**config.mk**
```make
export PLATFORM = sky130hd
export DESIGN_NAME = pecs_counters
export DESIGN_NICKNAME = d
export VERILOG_FILES = /design/src/rtl/pecs_pkg.sv /design/src/rtl/pecs_counters.sv
export SDC_FILE = /design/constraint.sdc
export NUM_CORES = 1
export LEC_CHECK = 0
export BUFFER_PORTS_ARGS = -buffer_cell sky130_fd_sc_hd__buf_2
export CAP_MARGIN = 25
export CORE_MARGIN = 4
export CORE_UTILIZATION = 40
export CTS_CLUSTER_DIAMETER = 40
export DETAILED_ROUTE_END_ITERATION = 10
export GPL_TIMING_DRIVEN = 0
export PLACE_DENSITY = 0.69
export SYNTH_ARGS = -nofsm -noshare
export SYNTH_HDL_FRONTEND = slang
export SYNTH_SLANG_ARGS = --single-unit
export TNS_END_PERCENT = 1
```
**constraint.sdc**
```tcl
create_clock -name mclk -period 3.9 [get_ports mclk]
set_clock_uncertainty 0.15 [all_clocks]
set_input_delay 0.39 -clock mclk [delete_from_list [all_inputs] [get_ports mclk]]
set_output_delay 0.39 -clock mclk [all_outputs]
set_load 0.03 [all_outputs]
```
**src/rtl/pecs_pkg.sv**
```systemverilog
package pecs_pkg;
  // Event numbers
  localparam logic [5:0] EV_CYCLES = 6'h00;
  localparam logic [5:0] EV_JOINT_I = 6'h07;
  localparam logic [5:0] EV_JOINT_D = 6'h08;
  localparam logic [5:0] EV_ICACHE = 6'h09;
  localparam logic [5:0] EV_DCACHE = 6'h0a;
  localparam logic [5:0] EV_DMISS = 6'h0b;
  localparam logic [5:0] EV_STALL = 6'h12;
  localparam logic [5:0] EV_STCOND = 6'h13;
  localparam logic [5:0] EV_PFETCH = 6'h14;
  localparam logic [5:0] EV_EXC = 6'h17;
  localparam logic [5:0] EV_FIXUP = 6'h18;
  localparam logic [5:0] EV_GSTALL = 6'h19;
  localparam logic [5:0] EV_MOD_A = 6'h1c;
  localparam logic [5:0] EV_MOD_B = 6'h1d;
  localparam logic [5:0] EV_MOD_C = 6'h1e;
  localparam logic [5:0] EV_MISS_ST = 6'h25;
  localparam logic [5:0] EV_DMISS_CY = 6'h27;
  localparam logic [5:0] EV_UNC_ST = 6'h28;
  localparam logic [5:0] EV_MULDIV_ST = 6'h29;
  localparam logic [5:0] EV_COP2_ST = 6'h2a;
  localparam logic [5:0] EV_SPR_ST = 6'h2b;
  localparam logic [5:0] EV_CACHE_ST = 6'h2c;
  localparam logic [5:0] EV_LTU_ST = 6'h2d;
  localparam logic [5:0] EV_OTH_ST = 6'h2e;
  localparam logic [5:0] EV_TRIG = 6'h31;
  localparam logic [5:0] EV_OCC_A = 6'h34;
  localparam logic [5:0] EV_OCC_B = 6'h35;
  localparam logic [5:0] EV_OCC_C = 6'h36;
  localparam logic [5:0] EV_OCC_D = 6'h37;
  // Control register field positions
  localparam int CTL_EVT_LO = 5;
  localparam int CTL_EVT_HI = 10;
  localparam int CTL_IRQ = 4;
  localparam int CTL_USER = 3;
  localparam int CTL_KERN = 1;
  localparam int CTL_EXC_LVL = 0;
  localparam int CNT_MSB = 31;
  localparam logic [31:0] CTL_MASK = 32'h0000_07fb;
  localparam logic [31:0] CTL_RESET = 32'h0000_0000;
  localparam logic [31:0] CNT_ONE = 32'h0000_0001;
  // Post-redirect exclusion window
  localparam int REDIR_CYCLES = 4;
  localparam logic [2:0] REDIR_LOAD = 3'h4;
  // Buffer occupancy thresholds
  localparam logic [3:0] OCC4_LO = 4'h1;
  localparam logic [3:0] OCC4_HI = 4'h3;
  localparam logic [3:0] OCC8_LO = 4'h2;
  localparam logic [3:0] OCC8_HI = 4'h5;
  // Event pulses from the core
  typedef struct packed {
    logic instr_tb_miss;
    logic joint_i_miss;
    logic joint_d_acc;
    logic joint_d_miss;
    logic icache_acc;
    logic icache_miss_bus;
    logic dcache_acc;
    logic dcache_wb;
    logic dcache_miss;
    logic stcond_fail;
    logic pfetch_hit;
    logic exc_taken;
    logic dc_fixup;
    logic fetch_no_valid;
    logic alu_stall;
    logic icache_miss_stall;
    logic instr_tb_stall;
    logic redirect;
    logic dmiss_load_stall;
    logic dmiss_outstanding;
    logic uncached_stall;
    logic muldiv_stall;
    logic cop2_stall;
    logic cext_stall;
    logic ispr_multi;
    logic dspr_stall;
    logic cache_instr_stall;
    logic ltu_stall;
    logic c0_hwr_stall;
    logic fill_full_stall;
    logic wtb_full_stall;
    logic itrig;
    logic dtrig;
    logic cop2_evt;
    logic ispr_evt;
    logic dspr_evt;
    logic cext_evt;
  } pecs_evt_t;
  typedef struct packed {
    logic cop2;
    logic ispr;
    logic dspr;
    logic cext;
    logic fill_big;
    logic wtb_big;
  } pecs_cfg_t;
  typedef struct packed {
    logic debug_mode;
    logic error_level_bit;
    logic exception_level_bit;
    logic user_mode;
  } pecs_mode_t;
  typedef enum logic [1:0] {
    PECS_RUN = 2'b00,
    PECS_REDIR = 2'b01
  } pecs_state_t;
endpackage

```
**src/rtl/pecs_counters.sv**
```systemverilog
// Contract
// - Ctr0 event 7 counts joint TLB instruction accesses like I-TLB misses.
// - Ctr1 events 7/8 count joint TLB instruction/data lookups missing.
// - Ctr0 event 9 counts every instruction cache access incl replays.
// - Ctr1 event 9 counts instruction cache misses issuing bus requests.
// - Event 10: ctr0 cached loads/stores, ctr1 dcache line writebacks.
// - Event 11: either counter counts data cache misses.
// - Ctr1 event 19 counts failed store-conditional instructions.
// - Ctr1 event 20 counts prefetches hitting in the cache.
// - Ctr0 event 23 counts every exception taken.
// - Event 49: ctr0 instruction triggers, ctr1 data triggers.
// - Ctr0 event 24 counts data cache controller fixup cycles.
// - Event 25: ctr0 fetch-no-valid cycles, ctr1 pipeline-stall cycles.
// - Ctr0 event 18 counts no-issue cycles, overlapping stalls once.
// - Ctr0 event 37 icache miss stalls, minus TLB stalls, redirect window.
// - Ctr1 event 37 dmiss load waits; ctr0 event 39 dmiss outstanding.
// - Ctr0 events 40/41/42 uncached, muldiv, cop2 stalls; ctr1 42 extension.
// - Event 43: ctr0 scratchpad bubbles minus redirect, ctr1 data spad.
// - Ctr0 events 44/45/46 cache-op, load-use, move-from stalls.
// - Ctr1 events 53/55 fill buffer full, write buffer full stalls.
// - Events 28-30 come from optional modules, active only if present.
// - Occupancy events bin by buffer size as tabulated.
// - Counters are 32-bit read/write, undefined after reset.
// - No counting in debug mode or with error level set.
// - Six-bit event field in control selects counted event.
// - Interrupt enable gates counter bit 31 onto interrupt request.
// - Mode-dependent events honour user, kernel, exception-level bits.
`timescale 1ns/1ns
module pecs_counters
(
  input wire logic mclk,
  input wire logic rst,
  input wire pecs_pkg::pecs_evt_t evt,
  input wire pecs_pkg::pecs_cfg_t cfg,
  input wire pecs_pkg::pecs_mode_t mode,
  input wire logic [3:0] fill_occ,
  input wire logic [3:0] wtb_occ,
  input wire logic sel,
  input wire logic ctl_we,
  input wire logic cnt_we,
  input wire logic [31:0] wdata,
  output logic [31:0] ctl_rdata,
  output logic [31:0] cnt_rdata,
  output logic irq
);
  // ==========================================================
  // Registers
  logic [31:0] ctl_q [2];
  logic [31:0] cnt_q [2];
  logic [2:0] redir_q;
  logic [2:0] redir_d;
  pecs_pkg::pecs_state_t st_q;
  pecs_pkg::pecs_state_t st_d;
  logic [31:0] ctl_rd_q;
  logic [31:0] cnt_rd_q;
  logic irq_q;
  logic [1:0] inc;

  // ==========================================================
  // Redirect window: four cycles after a redirect are masked
  assign redir_d = evt.redirect ? pecs_pkg::REDIR_LOAD :
                   (redir_q != 3'h0) ? redir_q - 3'h1 : 3'h0;
  assign st_d = (redir_d != 3'h0) ? pecs_pkg::PECS_REDIR : pecs_pkg::PECS_RUN;
  wire in_redir = (st_q == pecs_pkg::PECS_REDIR);

  always_ff @(posedge mclk or posedge rst)
  begin
    if (rst)
    begin
      redir_q <= 3'h0;
      st_q <= pecs_pkg::PECS_RUN;
    end
    else
    begin
      redir_q <= redir_d;
      st_q <= st_d;
    end
  end

  // ==========================================================
  // Occupancy bins; small buffer thresholds unless big one fitted
  wire [3:0] fill_lo = cfg.fill_big ? pecs_pkg::OCC8_LO : pecs_pkg::OCC4_LO;
  wire [3:0] fill_hi = cfg.fill_big ? pecs_pkg::OCC8_HI : pecs_pkg::OCC4_HI;
  wire [3:0] wtb_lo = cfg.wtb_big ? pecs_pkg::OCC8_LO : pecs_pkg::OCC4_LO;
  wire [3:0] wtb_hi = cfg.wtb_big ? pecs_pkg::OCC8_HI : pecs_pkg::OCC4_HI;
  wire fill_b0 = fill_occ < fill_lo;
  wire fill_b1 = (fill_occ >= fill_lo) && (fill_occ < fill_hi);
  wire fill_b2 = fill_occ >= fill_hi;
  wire wtb_b0 = wtb_occ < wtb_lo;
  wire wtb_b1 = (wtb_occ >= wtb_lo) && (wtb_occ < wtb_hi);
  wire wtb_b2 = wtb_occ >= wtb_hi;

  // ==========================================================
  // Privilege qualification
  wire blocked = mode.debug_mode | mode.error_level_bit;

  // ==========================================================
  // Event selection per counter
  logic [5:0] ev [2];
  logic hit [2];
  logic mdep [2];
  assign ev[0] = ctl_q[0][pecs_pkg::CTL_EVT_HI:pecs_pkg::CTL_EVT_LO];
  assign ev[1] = ctl_q[1][pecs_pkg::CTL_EVT_HI:pecs_pkg::CTL_EVT_LO];

  always_comb
  begin
    hit[0] = 1'b0;
    mdep[0] = 1'b1;
    case (ev[0])
      pecs_pkg::EV_CYCLES: begin hit[0] = 1'b1; mdep[0] = 1'b0; end
      pecs_pkg::EV_JOINT_I: hit[0] = evt.instr_tb_miss;
      pecs_pkg::EV_JOINT_D: hit[0] = evt.joint_d_acc;
      pecs_pkg::EV_ICACHE: hit[0] = evt.icache_acc;
      pecs_pkg::EV_DCACHE: hit[0] = evt.dcache_acc;
      pecs_pkg::EV_DMISS: hit[0] = evt.dcache_miss;
      pecs_pkg::EV_STALL:
      begin
        hit[0] = evt.fetch_no_valid | evt.alu_stall;
        mdep[0] = 1'b0;
      end
      pecs_pkg::EV_EXC: hit[0] = evt.exc_taken;
      pecs_pkg::EV_FIXUP: hit[0] = evt.dc_fixup;
      pecs_pkg::EV_GSTALL:
      begin
        hit[0] = evt.fetch_no_valid;
        mdep[0] = 1'b0;
      end
      pecs_pkg::EV_MOD_B: hit[0] = cfg.ispr & evt.ispr_evt;
      pecs_pkg::EV_MOD_C: hit[0] = cfg.cext & evt.cext_evt;
      pecs_pkg::EV_MISS_ST:
        hit[0] = evt.icache_miss_stall & ~evt.instr_tb_stall & ~in_redir;
      pecs_pkg::EV_DMISS_CY:
      begin
        hit[0] = evt.dmiss_outstanding;
        mdep[0] = 1'b0;
      end
      pecs_pkg::EV_UNC_ST: hit[0] = evt.uncached_stall;
      pecs_pkg::EV_MULDIV_ST: hit[0] = evt.muldiv_stall;
      pecs_pkg::EV_COP2_ST: hit[0] = evt.cop2_stall;
      pecs_pkg::EV_SPR_ST: hit[0] = evt.ispr_multi & ~in_redir;
      pecs_pkg::EV_CACHE_ST:
      begin
        hit[0] = evt.cache_instr_stall;
        mdep[0] = 1'b0;
      end
      pecs_pkg::EV_LTU_ST: hit[0] = evt.ltu_stall;
      pecs_pkg::EV_OTH_ST: hit[0] = evt.c0_hwr_stall;
      pecs_pkg::EV_TRIG: hit[0] = evt.itrig;
      pecs_pkg::EV_OCC_A: begin hit[0] = fill_b0; mdep[0] = 1'b0; end
      pecs_pkg::EV_OCC_B: begin hit[0] = fill_b2; mdep[0] = 1'b0; end
      pecs_pkg::EV_OCC_C: begin hit[0] = wtb_b0; mdep[0] = 1'b0; end
      pecs_pkg::EV_OCC_D: begin hit[0] = wtb_b2; mdep[0] = 1'b0; end
      default: hit[0] = 1'b0;
    endcase
  end

  always_comb
  begin
    hit[1] = 1'b0;
    mdep[1] = 1'b1;
    case (ev[1])
      pecs_pkg::EV_CYCLES: begin hit[1] = 1'b1; mdep[1] = 1'b0; end
      pecs_pkg::EV_JOINT_I: hit[1] = evt.joint_i_miss;
      pecs_pkg::EV_JOINT_D: hit[1] = evt.joint_d_miss;
      pecs_pkg::EV_ICACHE: hit[1] = evt.icache_miss_bus;
      pecs_pkg::EV_DCACHE: hit[1] = evt.dcache_wb;
      pecs_pkg::EV_DMISS: hit[1] = evt.dcache_miss;
      pecs_pkg::EV_STCOND: hit[1] = evt.stcond_fail;
      pecs_pkg::EV_PFETCH: hit[1] = evt.pfetch_hit;
      pecs_pkg::EV_GSTALL:
      begin
        hit[1] = evt.alu_stall;
        mdep[1] = 1'b0;
      end
      pecs_pkg::EV_MOD_A: hit[1] = cfg.cop2 & evt.cop2_evt;
      pecs_pkg::EV_MOD_B: hit[1] = cfg.dspr & evt.dspr_evt;
      pecs_pkg::EV_MISS_ST: hit[1] = evt.dmiss_load_stall;
      pecs_pkg::EV_COP2_ST: hit[1] = evt.cext_stall;
      pecs_pkg::EV_SPR_ST: hit[1] = evt.dspr_stall;
      pecs_pkg::EV_TRIG: hit[1] = evt.dtrig;
      pecs_pkg::EV_OCC_A: begin hit[1] = fill_b1; mdep[1] = 1'b0; end
      pecs_pkg::EV_OCC_B:
      begin
        hit[1] = evt.fill_full_stall;
        mdep[1] = 1'b0;
      end
      pecs_pkg::EV_OCC_C: begin hit[1] = wtb_b1; mdep[1] = 1'b0; end
      pecs_pkg::EV_OCC_D:
      begin
        hit[1] = evt.wtb_full_stall;
        mdep[1] = 1'b0;
      end
      default: hit[1] = 1'b0;
    endcase
  end

  // ==========================================================
  // Counters and control registers
  genvar g;
  generate
    for (g = 0; g < 2; g++)
    begin : g_ctr
      wire kern = ~mode.user_mode & ~mode.exception_level_bit;
      wire mode_ok = (mode.user_mode & ctl_q[g][pecs_pkg::CTL_USER]) |
                     (kern & ctl_q[g][pecs_pkg::CTL_KERN]) |
                     (~mode.user_mode & mode.exception_level_bit &
                      ctl_q[g][pecs_pkg::CTL_EXC_LVL]);
      assign inc[g] = hit[g] & ~blocked & (~mdep[g] | mode_ok);
      wire wr_ctl = ctl_we & (sel == g[0]);
      wire wr_cnt = cnt_we & (sel == g[0]);

      // Reset clears control, selecting event 0, so cycles count until software reprograms it
      always_ff @(posedge mclk or posedge rst)
      begin
        if (rst)
          ctl_q[g] <= pecs_pkg::CTL_RESET;
        else if (wr_ctl)
          ctl_q[g] <= wdata & pecs_pkg::CTL_MASK;
      end

      // No reset on the count: its value after reset is left undefined
      always_ff @(posedge mclk)
      begin
        if (wr_cnt)
          cnt_q[g] <= wdata;
        else if (inc[g])
          cnt_q[g] <= cnt_q[g] + pecs_pkg::CNT_ONE;
      end
    end
  endgenerate

  // ==========================================================
  // Read data and interrupt, registered
  wire irq_d = (ctl_q[0][pecs_pkg::CTL_IRQ] & cnt_q[0][pecs_pkg::CNT_MSB]) |
               (ctl_q[1][pecs_pkg::CTL_IRQ] & cnt_q[1][pecs_pkg::CNT_MSB]);

  always_ff @(posedge mclk or posedge rst)
  begin
    if (rst)
    begin
      ctl_rd_q <= pecs_pkg::CTL_RESET;
      cnt_rd_q <= pecs_pkg::CTL_RESET;
      irq_q <= 1'b0;
    end
    else
    begin
      ctl_rd_q <= ctl_q[sel];
      cnt_rd_q <= cnt_q[sel];
      irq_q <= irq_d;
    end
  end
  assign ctl_rdata = ctl_rd_q;
  assign cnt_rdata = cnt_rd_q;
  assign irq = irq_q;

  // ==========================================================
  // Count known once software wrote it
  // Checks on count steps and holds wait for this, as the count has no reset
  logic [1:0] seen_q;
  always_ff @(posedge mclk or posedge rst)
  begin
    if (rst)
      seen_q <= 2'b00;
    else
      seen_q <= seen_q | {cnt_we & sel, cnt_we & ~sel};
  end
endmodule

```
==> flow_metrics.py <==
metrics = {
    "outcome": {
        "status": "complete, but fails checks",
        "violations": "negative hold slack",
    },
    "synthesis": {
        "synth.avg_cell_area_um2": 11.79,
        "synth_area_leader_cell": "edfxtp_1",
        "seq_area_frac_synth": 0.4639,
        "yosysWarnings": 0,
        "syn_area_mm2": 0.007757,
        "synth_top_area_frac": 0.2477,
        "ys_types": 63,
        "synth_edf_count": 64,
        "synthCells": 658,
        "synthArstFlopShare": 0.5115,
        "ys_top_cells_by_area": "edfxtp_1 (25%), dfrtp_1 (22%), mux2_2 (13%)",
        "synthTopCellsByCount": "mux2_2 (87), dfrtp_1 (67), edfxtp_1 (64)",
        "synth_seq_cells": 131,
        "synth_ff_type": "dfrtp_1",
        "yosys.cell_count.top_type": "mux2_2",
    },
    "grt": {
        "grt_pass1_vias": 5685,
        "grt_pass1_wl_um": 30500,
        "grt-ovfl-total": 0,
        "grt_max_degree": 68,
        "antenna_found_initial": 2,
        "grt.total_usage": 0.1777,
    },
    "clocking": {
        "post_cts.repair.setup_buffers": 0,
        "clockBufferDepth": 2,
        "numCtsBuffers": 17,
        "htree_levels": 4,
        "cts_resized": 0,
        "clk_latency_ns": 0.42,
        "cts-root-buf": "clkbuf_16",
        "clock-sinks": 131,
        "cts_tree": "done",
        "path_clk_slew_ns": 0.06,
    },
    "sta": {
        "max_clock_freq_mhz": 324.0,
        "whs_ns": -0.003567,
        "setup-violations-final": 0,
        "finalSetupTns_ns": 0,
        "worst_pin_slew_ns": 0.9271,
        "timing.final.crit_period_ns": 3.086,
        "rsz0062_at_grt": "no",
        "slew_violations": 0,
        "hold_viol_final": 3,
        "fin_crit_sh": 0.7913,
        "relSlewSlack": 0.3762,
    },
    "setup_path": {
        "r2r-end": "cnt_q[1][30]",
        "cp-end-kind": "flip-flop",
        "required_ns": 3.79,
        "ff2ff_path_depth": 8,
        "reg2reg_from": "ctl_q[9]",
        "slowest_delay_ns": 0.65,
        "arrival_ns": 2.98,
        "crit_type": "flip-flop to flip-flop",
        "critPathSlowestCell": "nand2_2",
        "r2r_setup_slack_ns": 0.81,
        "crit_start": "ctl_q[9]",
        "crit_family": "simple AND/OR/NAND/NOR gates",
        "cp-start-kind": "flip-flop",
        "cp_num_buf_inv": 2,
        "worstPathCellList": "buf_2 -> clkbuf_1 -> nand4_1 -> a211oi_1 -> a2111oi_2 -> a31oi_2 -> nor2_1 -> nand2_2",
        "path_max_fanout": 32,
    },
    "pwr": {
        "powerDensity_mw_per_mm2": 440.3,
        "p_leak_nw": 4.033,
        "total_power_mw": 4.154,
        "vdd_drop_max_mv": 0.2969,
    },
    "finish": {
        "regArea_mm2": 0.003598,
        "nNetsFinal": 937,
        "final_util": 0.4995,
        "antenna_cells": 0,
        "syn_to_final_growth_pct": 21.65,
        "multiInputGateArea_mm2": 0.003834,
        "drive_gt1_frac": 0.3889,
        "fillers": 1735,
    },
    "placement": {
        "portBuffers": 134,
        "hpwl_um": 13910,
        "gp_congestion": 0.8880,
    },
    "floorplanning": {
        "row_count": 50,
        "dieArea_mm2": 0.02169,
        "die-width_um": 147.3,
        "die-height_um": 147.3,
        "io_pins": 157,
        "coreArea_mm2": 0.01889,
        "start_util": 0.4106,
    },
    "route": {
        "wirelength_um": 19390,
        "drc": 0,
        "ant_nets": 0,
        "vias_per_cell": 5.146,
        "drt_iter0_markers": 243,
        "dr.pass1.iters": 5,
        "dr_total_vias": 5692,
        "wl_per_cell_um": 17.53,
    },
    "run": {
        "max_cap_viol_count": 0,
    },
    "worst_hold_path": {
        "hp-class": "primary input to async pin",
    },
}
[worst register-to-register path: cells and delay by family, from the launching register on]
kind | cells | cell delay [ns]
and+or+nand+nor | 3 | 0.90
AOI/OAI and AO/OA | 3 | 0.75
buffers and inverters | 2 | 0.60
DFF | 1 | 0.32
[metal layers]
metal / GRT usage / wire (µm) / up-vias
met5: 0 / 21 / -
met4: 0.05638 / 377 / 4
met3: 0.03825 / 850 / 32
met2: 0.2924 / 9399 / 136
met1: 0.2352 / 8743 / 2799
li1: - / - / 2721
[metrics by stage]
step | instances | setup WS (ns) | cell area, µm²
2_1_floorplan | 679 | 1.025 | 7836
3_3_place_gp | 1073 | 0.2676 | 8832
3_5_place_dp | 1073 | 0.6939 | 8838
4_1_cts | 1106 | 0.7993 | 9437
5_1_grt | 1106 | 0.5781 | 9437
6_report | 1106 | 0.8141 | 9437
[kinds of logic (layout without fill, tap and decap cells)]
kind of cell	count (synthesis)	in the layout	synth area share
fa+ha+maj	12	12	0.01935
xor+xnor	61	61	0.06887
flops	131	131	0.4639
other cells	1	22	0.0004834
mux	130	130	0.2008
simple gates	200	200	0.1458
buf+inv	73	240	0.05258
compound gates	50	50	0.04823
[where the power goes]
group          leakage, nW  switching (mW)  internal [mW]
sequential            1.39           0.105           1.62
clock                0.287           0.598          0.996
combinational         2.36           0.486          0.352
[cells in the final DEF (no fill, tap or decap), drive strengths merged, types with 12 or more instances in the layout]
master / synthesis / routed
xnor2: 47 / 47
conb: 1 / 22
buf: 42 / 176
nand2: 46 / 46
clkbuf: 13 / 30
and3: 14 / 14
mux2: 121 / 121
nand3: 26 / 26
nor2: 22 / 22
edfxtp: 64 / 64
xor2: 14 / 14
nor3: 14 / 14
inv: 18 / 20
ha: 12 / 12
nand4: 19 / 19
dfrtp: 67 / 67
[timing repair]
action	4_1_cts	5_1_grt
hold endpoints to repair	1	0
hold buffers	1	0
endpoints found under the setup margin	0	0
[registers in the layout (all words and copies together) (netlist names)]
register and count:
irq 1, ctl_rdata 10, cnt_rdata 32, st_q 1, ctl_q 20, cnt_q 64
redir_q 3
[final cells by class]
type,instances,share of cell area
multi-input cells,475,0.4063
clock inverters,15,0.01724
inverters,18,0.007425
flip-flops and latches,131,0.3813
plain buffers,55,0.03606
clock buffers,17,0.04508
well taps,260,0.03447
repair buffers,135,0.07213
[worst max path at each step]
stage              endpoint  slack [ns]  cells after the start
6_report       cnt_q[1][30]        0.81                      8
3_5_place_dp   cnt_q[1][18]        0.69                     10
5_1_grt         cnt_q[1][4]        0.58                      8
3_3_place_gp   cnt_q[1][18]        0.27                     10
2_1_floorplan   cnt_q[1][0]        1.02                      9
4_1_cts         cnt_q[1][4]        0.80                      8
Power figures use the tool's default switching activity.
